==> src/rtl/modbus_slave_pkg.sv <==
// shared constants for the modbus ascii slave request handler
package modbus_slave_pkg;

  // ----------------------------------------------------------------
  // function codes
  // ----------------------------------------------------------------
  localparam logic [7:0] FC_READ_COILS = 8'h01;
  localparam logic [7:0] FC_READ_INPUTS = 8'h02;
  localparam logic [7:0] FC_READ_HOLDING = 8'h03;
  localparam logic [7:0] FC_READ_INPUT_REG = 8'h04;
  localparam logic [7:0] FC_WRITE_COIL = 8'h05;
  localparam logic [7:0] FC_WRITE_REG = 8'h06;
  localparam logic [7:0] FC_DIAG_ECHO = 8'h08;
  localparam logic [7:0] FC_WRITE_COILS = 8'h0F;
  localparam logic [7:0] FC_WRITE_REGS = 8'h10;
  localparam logic [7:0] FC_EXC_FLAG = 8'h80;

  // ----------------------------------------------------------------
  // exception and diagnostic codes
  // ----------------------------------------------------------------
  localparam logic [7:0] EXC_ILLEGAL_FUNCTION_CODE_FIELD = 8'h01;
  localparam logic [7:0] EXC_ILLEGAL_ADDR = 8'h02;
  localparam logic [7:0] EXC_ILLEGAL_VALUE = 8'h03;
  localparam logic [15:0] DIAG_DB_ACCESS = 16'h0E39;

  // ----------------------------------------------------------------
  // limits and layout
  // ----------------------------------------------------------------
  localparam logic [15:0] COIL_COUNT_MIN = 16'h0001;
  localparam logic [15:0] COIL_COUNT_MAX = 16'h07D8; // 2008 bits
  localparam int REG_BLOCK_BITS = 9;  // 512 registers, numbers 0..511
  localparam int BITS_PER_BYTE_LOG2 = 3;
  localparam int NUM_AREAS = 3;
  localparam logic [1:0] AREA_FLAG = 2'h0;
  localparam logic [1:0] AREA_OUTPUT = 2'h1;
  localparam logic [1:0] AREA_DB = 2'h2;

  // ----------------------------------------------------------------
  // register map (byte addresses) and fields
  // ----------------------------------------------------------------
  localparam logic [7:0] ADDR_CTRL = 8'h00;
  localparam logic [7:0] ADDR_FLAG_LO = 8'h04;
  localparam logic [7:0] ADDR_FLAG_HI = 8'h08;
  localparam logic [7:0] ADDR_FLAG_BASE = 8'h0C;
  localparam logic [7:0] ADDR_OUT_LO = 8'h10;
  localparam logic [7:0] ADDR_OUT_HI = 8'h14;
  localparam logic [7:0] ADDR_OUT_BASE = 8'h18;
  localparam logic [7:0] ADDR_DB_LO = 8'h1C;
  localparam logic [7:0] ADDR_DB_HI = 8'h20;
  localparam logic [7:0] ADDR_DIAG = 8'h24;
  localparam logic [7:0] ADDR_STATUS = 8'h28;
  localparam int CTRL_REG32_BIT = 0;
  localparam logic [15:0] RST_BOUND = 16'h0000;
  localparam logic [15:0] RST_HI = 16'hFFFF;

  // ----------------------------------------------------------------
  // handler states, gray along the main path
  // ----------------------------------------------------------------
  typedef enum logic [2:0] {
    ST_IDLE = 3'b000,
    ST_EVAL = 3'b001,
    ST_HDR = 3'b011,
    ST_PRIME = 3'b010,
    ST_FETCH = 3'b110,
    ST_SEND = 3'b111
  } state_type;

endpackage

==> src/rtl/modbus_ascii_slave_coil_read.sv <==
// modbus ascii slave request handler with read-coils reply builder
//
// The address-and-strobe port and the placing of the registers are this design's own decisions.
`timescale 1ns/1ps

// Summary of operation
// - accept only codes 01 to 06, 08, 15 and 16; 08 echoes data.
// - request addresses are zero based at message level.
// - register request crossing a data block gets exception code 02.
// - such a crossing also logs diagnostic code 0E39.
// - crossing check only when the 32-bit register option is off.
// - block holds registers 0..511; register n is word byte offset 2n.
// - read coils request addr/count; reply addr, code, byte count, data.
// - first bit address must fall in flag, output or db window.
// - byte index is (addr - low)/8 plus base, db adds no base.
// - start bit is the remainder of that division by eight.
// - bit count 1..2008, exactly that many consecutive bits read.
module modbus_ascii_slave_coil_read
  import modbus_slave_pkg::*;
(
  input wire logic clk,
  input wire logic reset_n,
  // register port
  input wire logic [7:0] regAddr,
  input wire logic [31:0] regWdata,
  input wire logic regWr,
  input wire logic regRd,
  output logic [31:0] regRdata,
  // parsed request from the frame receiver
  input wire logic reqValid,
  input wire logic [7:0] reqSlaveAddr,
  input wire logic [7:0] functionCodeField,
  input wire logic [15:0] reqAddr,
  input wire logic [15:0] reqCount,
  // reply byte stream towards the frame sender
  output logic [7:0] txData,
  output logic txValid,
  output logic txLast,
  input wire logic txReady,
  // local bit memory, read data valid in the same cycle as memRd
  output logic memRd,
  output logic [1:0] memArea,
  output logic [15:0] memAddr,
  input wire logic [7:0] memRdata,
  // accepted requests handled elsewhere
  output logic fwdValid,
  output logic [7:0] fwdFunc,
  output logic [15:0] fwdAddr,
  output logic [15:0] fwdCount,
  output logic [6:0] fwdBlock,
  output logic [9:0] fwdByteOffset,
  output logic busy
);

  // ----------------------------------------------------------------
  // decode helpers
  // ----------------------------------------------------------------
  function automatic logic isSupported(input logic [7:0] fc);
    unique case (fc)
      FC_READ_COILS, FC_READ_INPUTS, FC_READ_HOLDING, FC_READ_INPUT_REG,
      FC_WRITE_COIL, FC_WRITE_REG, FC_DIAG_ECHO, FC_WRITE_COILS,
      FC_WRITE_REGS: isSupported = 1'b1;
      default: isSupported = 1'b0;
    endcase
  endfunction

  function automatic logic isRegister(input logic [7:0] fc);
    isRegister = (fc == FC_READ_HOLDING) || (fc == FC_READ_INPUT_REG) ||
                 (fc == FC_WRITE_REG) || (fc == FC_WRITE_REGS);
  endfunction

  // ----------------------------------------------------------------
  // configuration registers
  // ----------------------------------------------------------------
  logic reg32_q;
  logic [NUM_AREAS-1:0][15:0] areaLo_q;
  logic [NUM_AREAS-1:0][15:0] areaHi_q;
  logic [NUM_AREAS-1:0][15:0] areaBase_q;
  logic [15:0] diagCode_q;
  logic [15:0] diagCount_q;
  logic diagEvent;

  // software writes; db window has no base register
  always_ff @(posedge clk or negedge reset_n) begin
    if (!reset_n) begin
      reg32_q <= 1'b0;
      areaLo_q <= '{default: RST_BOUND};
      areaHi_q <= '{default: RST_HI};
      areaBase_q <= '{default: RST_BOUND};
    end else if (regWr) begin
      unique case (regAddr)
        ADDR_CTRL: reg32_q <= regWdata[CTRL_REG32_BIT];
        ADDR_FLAG_LO: areaLo_q[AREA_FLAG] <= regWdata[15:0];
        ADDR_FLAG_HI: areaHi_q[AREA_FLAG] <= regWdata[15:0];
        ADDR_FLAG_BASE: areaBase_q[AREA_FLAG] <= regWdata[15:0];
        ADDR_OUT_LO: areaLo_q[AREA_OUTPUT] <= regWdata[15:0];
        ADDR_OUT_HI: areaHi_q[AREA_OUTPUT] <= regWdata[15:0];
        ADDR_OUT_BASE: areaBase_q[AREA_OUTPUT] <= regWdata[15:0];
        ADDR_DB_LO: areaLo_q[AREA_DB] <= regWdata[15:0];
        ADDR_DB_HI: areaHi_q[AREA_DB] <= regWdata[15:0];
        default: ;
      endcase
    end
  end

  // ----------------------------------------------------------------
  // diagnostic log: last code and event count
  // ----------------------------------------------------------------
  // a clear meeting a logged event in the same cycle restarts the count at one so none is lost
  always_ff @(posedge clk or negedge reset_n) begin
    if (!reset_n) begin
      diagCode_q <= 16'h0000;
      diagCount_q <= 16'h0000;
    end else if (diagEvent) begin
      diagCode_q <= DIAG_DB_ACCESS;
      diagCount_q <= (regWr && regAddr == ADDR_DIAG) ? 16'h0001 :
                     diagCount_q + 16'h0001;
    end else if (regWr && regAddr == ADDR_DIAG) begin
      diagCount_q <= 16'h0000;
    end
  end

  // ----------------------------------------------------------------
  // read port, data in the cycle after the strobe
  // ----------------------------------------------------------------
  state_type state_q;

  always_ff @(posedge clk or negedge reset_n) begin
    if (!reset_n) begin
      regRdata <= 32'h00000000;
    end else if (regRd) begin
      unique case (regAddr)
        ADDR_CTRL: regRdata <= {31'h00000000, reg32_q};
        ADDR_FLAG_LO: regRdata <= {16'h0000, areaLo_q[AREA_FLAG]};
        ADDR_FLAG_HI: regRdata <= {16'h0000, areaHi_q[AREA_FLAG]};
        ADDR_FLAG_BASE: regRdata <= {16'h0000, areaBase_q[AREA_FLAG]};
        ADDR_OUT_LO: regRdata <= {16'h0000, areaLo_q[AREA_OUTPUT]};
        ADDR_OUT_HI: regRdata <= {16'h0000, areaHi_q[AREA_OUTPUT]};
        ADDR_OUT_BASE: regRdata <= {16'h0000, areaBase_q[AREA_OUTPUT]};
        ADDR_DB_LO: regRdata <= {16'h0000, areaLo_q[AREA_DB]};
        ADDR_DB_HI: regRdata <= {16'h0000, areaHi_q[AREA_DB]};
        ADDR_DIAG: regRdata <= {diagCount_q, diagCode_q};
        ADDR_STATUS: regRdata <= {28'h0000000, state_q, busy};
        default: regRdata <= 32'h00000000;
      endcase
    end else begin
      regRdata <= 32'h00000000;
    end
  end

  // ----------------------------------------------------------------
  // latched request and conversion
  // ----------------------------------------------------------------
  logic [7:0] slave_q;
  logic [7:0] function_code_field_q;
  logic [15:0] addr_q;
  logic [15:0] count_q;
  logic convHit;
  logic [1:0] convArea;
  logic [15:0] convByte;
  logic [2:0] convBit;
  logic [16:0] lastReg;
  logic crossing;

  coil_addr_convert u_conv (
    .bitAddr(addr_q),
    .areaLo(areaLo_q),
    .areaHi(areaHi_q),
    .areaBase(areaBase_q),
    .hit(convHit),
    .area(convArea),
    .byteIndex(convByte),
    .bitPos(convBit)
  );

  // last register touched; block number is the bits above 511
  assign lastReg = {1'b0, addr_q} + {1'b0, count_q} - 17'h00001;
  // only standard mode can straddle two blocks
  assign crossing = !reg32_q && (count_q != 16'h0000) &&
                    (lastReg[16:REG_BLOCK_BITS] !=
                     {1'b0, addr_q[15:REG_BLOCK_BITS]});
  assign diagEvent = (state_q == ST_EVAL) && isSupported(function_code_field_q) &&
                     isRegister(function_code_field_q) && crossing;

  // ----------------------------------------------------------------
  // request handler and reply builder
  // ----------------------------------------------------------------
  logic [5:0][7:0] hdr_q;
  logic [2:0] hdrLen_q;
  logic [2:0] hdrIdx_q;
  logic coil_q;
  logic [2:0] bitPos_q;
  logic [7:0] bytesLeft_q;
  logic [15:0] bitsLeft_q;
  logic [7:0] prev_q;
  logic [7:0] cur_q;
  logic firstFetch_q;
  logic [15:0] shifted;
  logic [7:0] dataMask;

  // rebuild one reply byte from two neighbouring memory bytes
  assign shifted = {memRdata, prev_q} >> bitPos_q;
  // bits past the count are forced to zero
  assign dataMask = (bitsLeft_q >= 16'h0008) ? 8'hFF :
                    8'((9'h001 << bitsLeft_q[2:0]) - 9'h001);

  always_ff @(posedge clk or negedge reset_n) begin
    if (!reset_n) begin
      state_q <= ST_IDLE;
      slave_q <= 8'h00;
      function_code_field_q <= 8'h00;
      addr_q <= 16'h0000;
      count_q <= 16'h0000;
      hdr_q <= '{default: 8'h00};
      hdrLen_q <= 3'h0;
      hdrIdx_q <= 3'h0;
      coil_q <= 1'b0;
      bitPos_q <= 3'h0;
      bytesLeft_q <= 8'h00;
      bitsLeft_q <= 16'h0000;
      prev_q <= 8'h00;
      cur_q <= 8'h00;
      firstFetch_q <= 1'b0;
      txData <= 8'h00;
      txValid <= 1'b0;
      txLast <= 1'b0;
      memRd <= 1'b0;
      memArea <= AREA_FLAG;
      memAddr <= 16'h0000;
      fwdValid <= 1'b0;
      fwdFunc <= 8'h00;
      fwdAddr <= 16'h0000;
      fwdCount <= 16'h0000;
      fwdBlock <= 7'h00;
      fwdByteOffset <= 10'h000;
      busy <= 1'b0;
    end else begin
      memRd <= 1'b0;
      fwdValid <= 1'b0;
      unique case (state_q)
        ST_IDLE: begin
          busy <= 1'b0;
          if (reqValid) begin
            // addresses taken as zero based, no user offset
            slave_q <= reqSlaveAddr;
            function_code_field_q <= functionCodeField;
            addr_q <= reqAddr;
            count_q <= reqCount;
            busy <= 1'b1;
            state_q <= ST_EVAL;
          end
        end
        ST_EVAL: begin
          hdrIdx_q <= 3'h0;
          coil_q <= 1'b0;
          hdr_q[0] <= slave_q;
          hdr_q[1] <= function_code_field_q | FC_EXC_FLAG;
          hdrLen_q <= 3'h3;
          state_q <= ST_HDR;
          if (!isSupported(function_code_field_q)) begin
            hdr_q[2] <= EXC_ILLEGAL_FUNCTION_CODE_FIELD;
          end else if (isRegister(function_code_field_q) && crossing) begin
            hdr_q[2] <= EXC_ILLEGAL_ADDR;
          end else if (function_code_field_q == FC_DIAG_ECHO) begin
            // echo the received data back unchanged
            hdr_q[1] <= function_code_field_q;
            hdr_q[2] <= addr_q[15:8];
            hdr_q[3] <= addr_q[7:0];
            hdr_q[4] <= count_q[15:8];
            hdr_q[5] <= count_q[7:0];
            hdrLen_q <= 3'h6;
          end else if (function_code_field_q == FC_READ_COILS) begin
            if (count_q < COIL_COUNT_MIN || count_q > COIL_COUNT_MAX) begin
              hdr_q[2] <= EXC_ILLEGAL_VALUE;
            end else if (!convHit) begin
              hdr_q[2] <= EXC_ILLEGAL_ADDR;
            end else begin
              // reply: slave, code, byte count then data
              hdr_q[1] <= function_code_field_q;
              hdr_q[2] <= 8'((count_q + 16'h0007) >> 3);
              bytesLeft_q <= 8'((count_q + 16'h0007) >> 3);
              bitsLeft_q <= count_q;
              coil_q <= 1'b1;
              bitPos_q <= convBit;
              memArea <= convArea;
              memAddr <= convByte;
            end
          end else begin
            // accepted request for another handler
            fwdValid <= 1'b1;
            fwdFunc <= function_code_field_q;
            fwdAddr <= addr_q;
            fwdCount <= count_q;
            fwdBlock <= addr_q[15:REG_BLOCK_BITS];
            fwdByteOffset <= {addr_q[REG_BLOCK_BITS-1:0], 1'b0};
            state_q <= ST_IDLE;
          end
        end
        ST_HDR: begin
          if (!txValid) begin
            txData <= hdr_q[hdrIdx_q];
            txValid <= 1'b1;
            txLast <= !coil_q && (hdrIdx_q == hdrLen_q - 3'h1);
          end else if (txReady) begin
            txValid <= 1'b0;
            txLast <= 1'b0;
            hdrIdx_q <= hdrIdx_q + 3'h1;
            if (hdrIdx_q == hdrLen_q - 3'h1) begin
              state_q <= coil_q ? ST_PRIME : ST_IDLE;
            end
          end
        end
        ST_PRIME: begin
          memRd <= 1'b1;
          firstFetch_q <= 1'b1;
          state_q <= ST_FETCH;
        end
        ST_FETCH: begin
          // one extra byte is always read ahead of the reply byte
          if (firstFetch_q) begin
            prev_q <= memRdata;
          end
          firstFetch_q <= 1'b0;
          memRd <= 1'b1;
          memAddr <= memAddr + 16'h0001;
          state_q <= ST_SEND;
        end
        ST_SEND: begin
          if (!txValid) begin
            cur_q <= memRdata;
            txData <= shifted[7:0] & dataMask; // lsb first
            txValid <= 1'b1;
            txLast <= (bytesLeft_q == 8'h01);
          end else if (txReady) begin
            txValid <= 1'b0;
            txLast <= 1'b0;
            prev_q <= cur_q;
            bytesLeft_q <= bytesLeft_q - 8'h01;
            bitsLeft_q <= bitsLeft_q - 16'h0008;
            state_q <= (bytesLeft_q == 8'h01) ? ST_IDLE : ST_FETCH;
          end
        end
        default: state_q <= ST_IDLE;
      endcase
    end
  end

endmodule

==> src/rtl/coil_addr_convert.sv <==
// bit address to area, byte index and bit position conversion
`timescale 1ns/1ps

module coil_addr_convert
  import modbus_slave_pkg::*;
(
  input wire logic [15:0] bitAddr,
  input wire logic [NUM_AREAS-1:0][15:0] areaLo,
  input wire logic [NUM_AREAS-1:0][15:0] areaHi,
  input wire logic [NUM_AREAS-1:0][15:0] areaBase,
  output logic hit,
  output logic [1:0] area,
  output logic [15:0] byteIndex,
  output logic [2:0] bitPos
);

  // ----------------------------------------------------------------
  // per-area match and offset
  // ----------------------------------------------------------------
  logic [NUM_AREAS-1:0] match;
  logic [NUM_AREAS-1:0][15:0] offs;

  generate
    for (genvar i = 0; i < NUM_AREAS; i++) begin : g_area
      // window check before any access is made
      assign match[i] = (bitAddr >= areaLo[i]) && (bitAddr <= areaHi[i]);
      assign offs[i] = bitAddr - areaLo[i];
    end
  endgenerate

  // ----------------------------------------------------------------
  // priority select, lowest area wins on overlap
  // ----------------------------------------------------------------
  always_comb begin
    hit = 1'b0;
    area = AREA_FLAG;
    byteIndex = 16'h0000;
    bitPos = 3'h0;
    for (int i = NUM_AREAS - 1; i >= 0; i--) begin
      if (match[i]) begin
        hit = 1'b1;
        area = 2'(i);
        // truncating divide plus base; db area gets no base
        byteIndex = (offs[i] >> BITS_PER_BYTE_LOG2) +
                    ((2'(i) == AREA_DB) ? 16'h0000 : areaBase[i]);
        bitPos = offs[i][2:0]; // remainder of the same division
      end
    end
  end

endmodule

==> config.mk <==
export PLATFORM = sky130hd
export DESIGN_NAME = modbus_ascii_slave_coil_read
export DESIGN_NICKNAME = d
export VERILOG_FILES = /design/src/rtl/modbus_slave_pkg.sv /design/src/rtl/modbus_ascii_slave_coil_read.sv /design/src/rtl/coil_addr_convert.sv
export SDC_FILE = /design/constraint.sdc
export NUM_CORES = 1
export LEC_CHECK = 0
export BUFFER_PORTS_ARGS = -buffer_cell sky130_fd_sc_hd__clkbuf_2
export CAP_MARGIN = 40
export CORE_MARGIN = 2
export CORE_UTILIZATION = 61
export CTS_CLUSTER_SIZE = 10
export DETAILED_ROUTE_END_ITERATION = 6
export PLACE_DENSITY = 0.85
export SKIP_LAST_GASP = 1
export SLEW_MARGIN = 10
export SYNTH_ARGS = -nofsm -noshare
export SYNTH_HDL_FRONTEND = slang
export SYNTH_SLANG_ARGS = --single-unit
==> constraint.sdc <==
create_clock -name clk -period 4.8 [get_ports clk]
set_input_delay 0.24 -clock clk [delete_from_list [all_inputs] [get_ports clk]]
set_output_delay 0.24 -clock clk [all_outputs]
set_load 0.05 [all_outputs]
# [Yosys cells after proc, flatten, opt, wreduce, memory -nomap -nowiden]
# Memories as Yosys holds them, arrays and structs flattened.
# Cells that the tools add are included.
[word_totals] ram_bits=0 input_bits=102 latchBits=0 memories=2 mem_bits_ro=64 ff_bits=415
[memory_table] memory="(no name shown)" depth=32 width=1 read_ports=1 rd_clocked_by_memory_dff=0 wr=0 line_no="modbus_ascii_slave_coil_read.sv:59" rtl="unique case (fc)"
[memory_table] memory="(no name shown)" depth=32 width=1 read_ports=1 rd_clocked_by_memory_dff=0 wr=0 line_no="modbus_ascii_slave_coil_read.sv:59"
[op_classes] eq_ne=40 mul=0 add_sub_neg=15 div_mod_pow=0 n_reduce_logical=51 bitwise=6 n_mux=104 n_lt_le_gt_ge=10 n_shift=2
[op_table] op="$pmux W32 S11" n=1
[op_table] op="$mux W16" n=21
[op_table] op="$mux W8" n=23
[op_table] op="$pmux W16 S2" n=2
[op_table] op="$ge A16 B16 Y1" n=3
[op_table] op="$le A16 B16 Y1" n=3
[op_table] op="$pmux W8 S2" n=3
[op_table] op="$sub A16 B16 Y16" n=3
[op_table] op="$mux W3" n=15
[op_table] op="$eq A8 B5 Y1 const B" n=5
[op_table] op="$add A13 B16 Y16" n=2
[op_table] op="$add A16 B1 Y16 const B" n=2
[op_table] op="$mux W32" n=1
[op_table] op="$ne A2 B2 Y1 const B" n=13
[op_table] op="$bmux W8 S3" n=1
[op_table] op="$eq A8 B3 Y1 const B" n=3
[op_table] op="$eq A8 B4 Y1 const B" n=3
[op_table] op="$eq A8 B6 Y1 const B" n=3
[op_table] op="$mux W1" n=24
[op_table] op="$reduce_and A2 Y1" n=12
[op_table] op="$pmux W3 S6" n=1
[op_table] op="$add A16 B16 Y17" n=1
[op_table] op="$sub A17 B1 Y17 const B" n=1
[op_table] op="$eq A8 B1 Y1 const B" n=2
[op_table] op="other kinds (39)" n=80

# [Logic depth before layout (Yosys ltp)]
[depth] depth_word=12 mapped_depth=20 ltp_nobuf=20

# [Modules after synthesis]
# From an unflattened synthesis, not the netlist that was laid out.
[hier_totals] cells_unflattened=2488 area_unflattened_um2=24327.1
[by_module_without_submodules] mod="modbus_ascii_slave_coil_read" seq_area_each_um2=10044.6 cells_each=1761 n_inst=1 area_per_inst_um2=19261.0
[by_module_without_submodules] mod="coil_addr_convert" seq_area_each_um2=0.0 cells_each=727 n_inst=1 area_per_inst_um2=5066.1

# [Worst setup path after synthesis]
# No wires, ideal clock.
[synth_timing] path_type="reg-to-reg" startpoint="reg addr_q[1]" endpoint="reg memAddr[12]" path_stages_with_launch=19 arrival_time_ns=3.938 n_path_buf=0 setup_time_ns=0.118 setup_slack_ns=0.744 required_ns=4.682 cell_sequence="dfrtp_1 > ha_1 > nor2b_1 > o21ai_1 > a21boi_1 > o211ai_1 > a21oi_1 > a2111oi_0 > nor2_1 > xnor2_1 > ha_1 > a21oi_1 > nor2_1 > a221oi_1 > a21oi_1 > xor2_1 > a211oi_1 > a22oi_1 > a21o_1"
[synth_via] elab_chain_cells=12 word_cells_on_any_way=35 classes_between="add/sub (7); order compare (6); eq/ne (3); mux (13); reduce/logical (6)"
[synth_rtl] element="start: declaration" line_no="modbus_ascii_slave_coil_read.sv:156" rtl="logic [15:0] addr_q;"
[synth_rtl] element="start signal: assignment" line_no="modbus_ascii_slave_coil_read.sv:247" rtl="addr_q <= reqAddr;"
[synth_rtl] element="parallel branches: the longest is 12 deep, another holds $sub A16 B16 Y16"
[synth_rtl] element="end signal: assignment" line_no="modbus_ascii_slave_coil_read.sv:286" rtl="memAddr <= convByte;"
[synth_rtl] element="end signal: assignment" line_no="modbus_ascii_slave_coil_read.sv:325" rtl="memAddr <= memAddr + 16'h0001;"
[synth_rtl] element="end: declaration" line_no="modbus_ascii_slave_coil_read.sv:43" rtl="output logic [15:0] memAddr,"
# Parallel ways; which one is timed is not known. The select of a mux whose other input is x is not followed.
# A chain may end at the register's enable or synchronous reset.

# [Worst setup path in the final report]
[layout_timing] startpoint="reg areaLo_q[1] (netlist bit)" endpoint="reg memAddr[12]"
[layout_via] elab_chain_cells=10 word_cells_on_any_way=15 classes_between="add/sub (2); order compare (1); eq/ne (1); mux (9); reduce/logical (2)"
[layout_rtl] element="start: declaration" line_no="modbus_ascii_slave_coil_read.sv:76" rtl="logic [NUM_AREAS-1:0][15:0] areaLo_q;"
[layout_rtl] element="start signal: indexed assignment" line_no="modbus_ascii_slave_coil_read.sv:93" rtl="ADDR_FLAG_LO: areaLo_q[AREA_FLAG] <= regWdata[15:0];"
[layout_rtl] element="start signal: indexed assignment" line_no="modbus_ascii_slave_coil_read.sv:96" rtl="ADDR_OUT_LO: areaLo_q[AREA_OUTPUT] <= regWdata[15:0];"
[layout_rtl] element="start signal: indexed assignment" line_no="modbus_ascii_slave_coil_read.sv:99" rtl="ADDR_DB_LO: areaLo_q[AREA_DB] <= regWdata[15:0];"
[layout_rtl] element="$sub A16 B16 Y16 / $ge A16 B16 Y1 (equally long branches)" line_no="coil_addr_convert.sv:27, coil_addr_convert.sv:26"
[layout_rtl] element="$add A13 B16 Y16 / $logic_and A1 B1 Y1 (equally long branches)" line_no="coil_addr_convert.sv:44, coil_addr_convert.sv:26"
[layout_rtl] element="$mux W16" line_no="coil_addr_convert.sv:40" rtl="if (match[i]) begin"
[layout_rtl] element="$mux W16" line_no="modbus_ascii_slave_coil_read.sv:275" rtl="end else if (!convHit) begin"
[layout_rtl] element="$mux W16" line_no="modbus_ascii_slave_coil_read.sv:273" rtl="if (count_q < COIL_COUNT_MIN || count_q > COIL_COUNT_MAX) begin"
[layout_rtl] element="$mux W16" line_no="modbus_ascii_slave_coil_read.sv:272" rtl="end else if (function_code_field_q == FC_READ_COILS) begin"
[layout_rtl] element="$mux W16" line_no="modbus_ascii_slave_coil_read.sv:264" rtl="end else if (function_code_field_q == FC_DIAG_ECHO) begin"
[layout_rtl] element="$mux W16" line_no="modbus_ascii_slave_coil_read.sv:262" rtl="end else if (isRegister(function_code_field_q) && crossing) begin"
[layout_rtl] element="$mux W16" line_no="modbus_ascii_slave_coil_read.sv:260" rtl="if (!isSupported(function_code_field_q)) begin"
[layout_rtl] element="$pmux W16 S2" line_no="modbus_ascii_slave_coil_read.sv:240" rtl="unique case (state_q)"
# Parallel ways exist; a longest one is shown, timed or not. The select of a mux whose other input is x is not followed.

==> metrics.csv <==
stage,metric,value,unit
status,status,"finished, final reports clean",
cells_and_area,syn2layout_area_growth,14.7,%
power_and_ir_drop,p_seq_share,27.1,%
logic_synthesis,synth_warnings,0,
routing,met1_length,31000,um
grt,grt_pass1_wl,124000,um
sta,period_needed,4.61,ns
grt,antenna_found_initial,2,
power_and_ir_drop,comb_power_share,55.2,%
logic_synthesis,yosysSeqAreaShare,41.0,%
cells_and_area,final_nets,3021,
hold_path,min_from,txReady,
sta,tns,0,ns
clock_tree,cts-root-buf,clkbuf_16,
power_and_ir_drop,intPower,9.88,mW
routing,final_antenna_net_count,0,
clock_tree,cts_buffers,47,
sta,max_freq,217,MHz
floorplan,rows,73,
routing,drt_wl_total,80600,um
hold_path,whs_endpoint,txLast,
routing,drc,0,
worst_setup_path,cp-start-kind,flip-flop,
routing,wl_per_cell,24.4,um
place,hpwl,56500,um
hold_path,holdPathStages,4,
logic_synthesis,synthMuxAreaShare,13.1,%
grt,grt.total_usage,38.7,%
routing,top_layer,met5,
cells_and_area,final_cell_count_no_fill,3307,
cells_and_area,regArea,10000,um2
routing,avgViaCountPerCell,6.59,
cells_and_area,nFillCells,2836,
worst_setup_path,worst_ep_arrival_time,5.09,ns
routing,vias,21800,
cells_and_area,layout.cells.most_common_list,"351 x dfrtp_1, 260 x nand2_1, 220 x mux2_2, 204 x clkbuf_2, 195 x inv_1",
routing,first_pass_iters,6,
hold_path,hp-class,input port to flip-flop,
clock_tree,h-tree-depth,2,
power_and_ir_drop,clkPwrFrac,17.7,%
worst_setup_path,rr_startpoint,areaLo_q[1],
clock_tree,cts_tree,built,
worst_setup_path,r2r_cells,20,
sta,setup_ws,0.189,ns
cells_and_area,layout-drive-gt1-share,22.4,%
grt,grt_max_degree,128,
grt,grt_remaining_overflow,0,
logic_synthesis,synthAdderAreaFrac,8.54,%
floorplan,fp.dieH,204,um
floorplan,coreArea,39600,um2
power_and_ir_drop,leakage,13.1,nW
place,globalplace.congestion,1.05,
sta,hold_slack,0.0631,ns
routing,drt_iter0_drc,2752,
power_and_ir_drop,powerDensity,673,nW/um2
sta,slew_violations,0,
place,io_buffer_count,204,
worst_setup_path,critPathMaxStageDelay,0.46,ns
sta,worstMarginPinSlew,0.972,ns
logic_synthesis,ys_seq_elements,399,
place,dp.cells,3170,
logic_synthesis,syn_area,24500,um2
logic_synthesis,synth_edf_count,0,
cells_and_area,final_common_cell,dfrtp_1,
worst_setup_path,r2r_setup_slack,0.19,ns
worst_setup_path,crit_required,5.28,ns
floorplan,die_area,41700,um2
routing,route.met2.wl,35100,um
sta,finalCritPeriodShare,96.1,%
worst_setup_path,crit_chain,"inv_1, ha_1, nor2b_1, o21ai_1, a21boi_1, o211ai_1, a21oi_1, a2111oi_0, buf_4, nor2_1, xnor2_1, ha_1, a21oi_1, nor2_1, a221oi_2, a21oi_1, xor2_1, a211oi_1, a22oi_1, a21o_1",
logic_synthesis,synth_top_family_by_area,compound AO/OA/AOI/OAI gates,
cells_and_area,multi_input_area,13200,um2
sta,setup_viol,0,
sta,finClkSkew,0.0238,ns
place,pre_cts_ws,0.241,ns
grt,grt_pass1_vias,21300,
power_and_ir_drop,peakVddDrop,0.597,mV
sta,max_slew_margin,35.2,%
routing,wl_met3,9020,um
logic_synthesis,syn-num-nets,2767,
logic_synthesis,ys_types,90,
worst_setup_path,crit_type,flip-flop to flip-flop,
power_and_ir_drop,power,18.9,mW
worst_setup_path,cp_common_cell,a21oi_1,
logic_synthesis,yosys.area_share.xor_xnor,3.04,%
clock_tree,path_clk_slew,0.06,ns
worst_setup_path,reg2reg_to,memAddr[12],
logic_synthesis,synth-simple-area-share,13.4,%
clock_tree,clockBufferDepth,3,
job,maxCapViolations,0,
worst_setup_path,critical_path.startpoint,areaLo_q[1],
logic_synthesis,synth_compound_area_share,15.6,%
worst_setup_path,slowest_stage,a2111oi_0,
floorplan,dieWidth,204,um
worst_setup_path,crit_path_end_kind,flip-flop,
logic_synthesis,synth_cells,2501,
logic_synthesis,async_reset_ff_share,100,%
clock_tree,clock_latency,0.61,ns
logic_synthesis,synth_ff_type,dfrtp_1,
power_and_ir_drop,power_switching,9.04,mW
sta,hold_viol_final,0,
floorplan,start_util,61.8,%
power_and_ir_drop,power_switching_share,47.8,%
worst_setup_path,path_max_fanout,5,
clock_tree,cts.sinks,399,
floorplan,io_pins,222,
logic_synthesis,avgSynthCellArea,9.79,um2
==> cells by family (layout without fill, tap and decap cells) <==
kind of cell,count (synthesis),count (layout)
xor gates and xnor gates,85,85
adders and majority gates,164,164
muxes,281,281
buffers and inverters,311,591
and+or+nand+nor,687,687
DFF,399,399
AOI/OAI and AO/OA,573,573
other,1,2
==> registers in the layout, indices dropped and copies added, names as in the netlist, 16 cells and up <==
name and cells:
areaHi_q 48, areaLo_q 48, hdr_q 48, areaBase_q 32, regRdata 32, addr_q 16
bitsLeft_q 16, count_q 16, diagCount_q 16, fwdAddr 16, fwdCount 16, memAddr 16
==> power groups by stage <==
stage          clock network (mW)  registers [mW]  logic, mW
2_1_floorplan                   0            5.36       6.80
3_3_place_gp                    0            5.01       9.68
3_5_place_dp                    0            5.06       9.96
4_1_cts                      3.33            5.03       10.1
5_1_grt                      3.49            5.17       11.3
6_report                     3.35            5.13       10.4
==> worst max-delay path: cells and delay by family, from the launching register on <==
family / cells / cell delay [ns]
AOI/OAI and AO/OA: 11 / 2.45
xor gates and xnor gates: 2 / 0.30
adders and majority gates: 2 / 0.67
buffers and inverters: 2 / 0.31
DFF: 1 / 0.44
and+or+nand+nor: 3 / 0.33
==> cell type report <==
type / count / share of cell area (%)
antenna: 1 / 0.00891
clock buffer: 72 / 4.74
clock inverter: 3 / 0.125
inverter: 196 / 2.63
multi-input combinational: 1791 / 46.9
sequential: 399 / 35.8
tap: 525 / 2.34
timing repair buffer: 320 / 7.47
==> timing repair <==
item | in CTS | in global routing
endpoints found under the setup margin | 0 | 5
gates resized for setup | 0 | 5
setup buffers | 0 | 2
hold buffers | 57 | 0
endpoints found under the hold margin | 136 | 0
==> layer usage <==
metal | up-vias | GRT usage (%)
met5 | - | 0
met2 | 1447 | 57.9
met1 | 10500 | 50.9
li1 | 9473 | -
met3 | 382 | 10.1
met4 | 4 | 22.8
==> how the worst max path moves through the flow <==
stage,to,slack (ns)
5_1_grt,memAddr[12],-0.02
4_1_cts,memAddr[15],0.22
3_3_place_gp,memAddr[12],0.37
2_1_floorplan,memAddr[12],0.74
6_report,memAddr[12],0.19
3_5_place_dp,memAddr[15],0.24
==> per-stage QoR <==
stage	instance area, um2	util (%)
3_5_place_dp	26100	65.8
5_1_grt	28100	70.8
3_3_place_gp	26100	65.7
4_1_cts	28000	70.7
2_1_floorplan	24500	-
6_report	28100	70.8
==> cells in the mapped netlist (all sizes together) (30+ instances only) <==
cell type / count / share of area, %
mux2i: 50 / 2.0
a22oi: 30 / 0.98
inv: 196 / 3.0
nand2b: 37 / 0.95
nor2: 130 / 2.0
dfrtp: 351 / 36
nand3: 48 / 0.98
nand4: 36 / 0.92
dfstp: 48 / 5.2
nor3: 43 / 0.88
clkbuf: 77 / 1.2
o21ai: 159 / 3.3
buf: 38 / 1.1
a21oi: 129 / 2.7
ha: 159 / 8.1
mux2: 221 / 10
and2: 32 / 0.82
nand2: 260 / 4.0
xnor2: 59 / 2.1
Power figures use the tool's default switching activity.
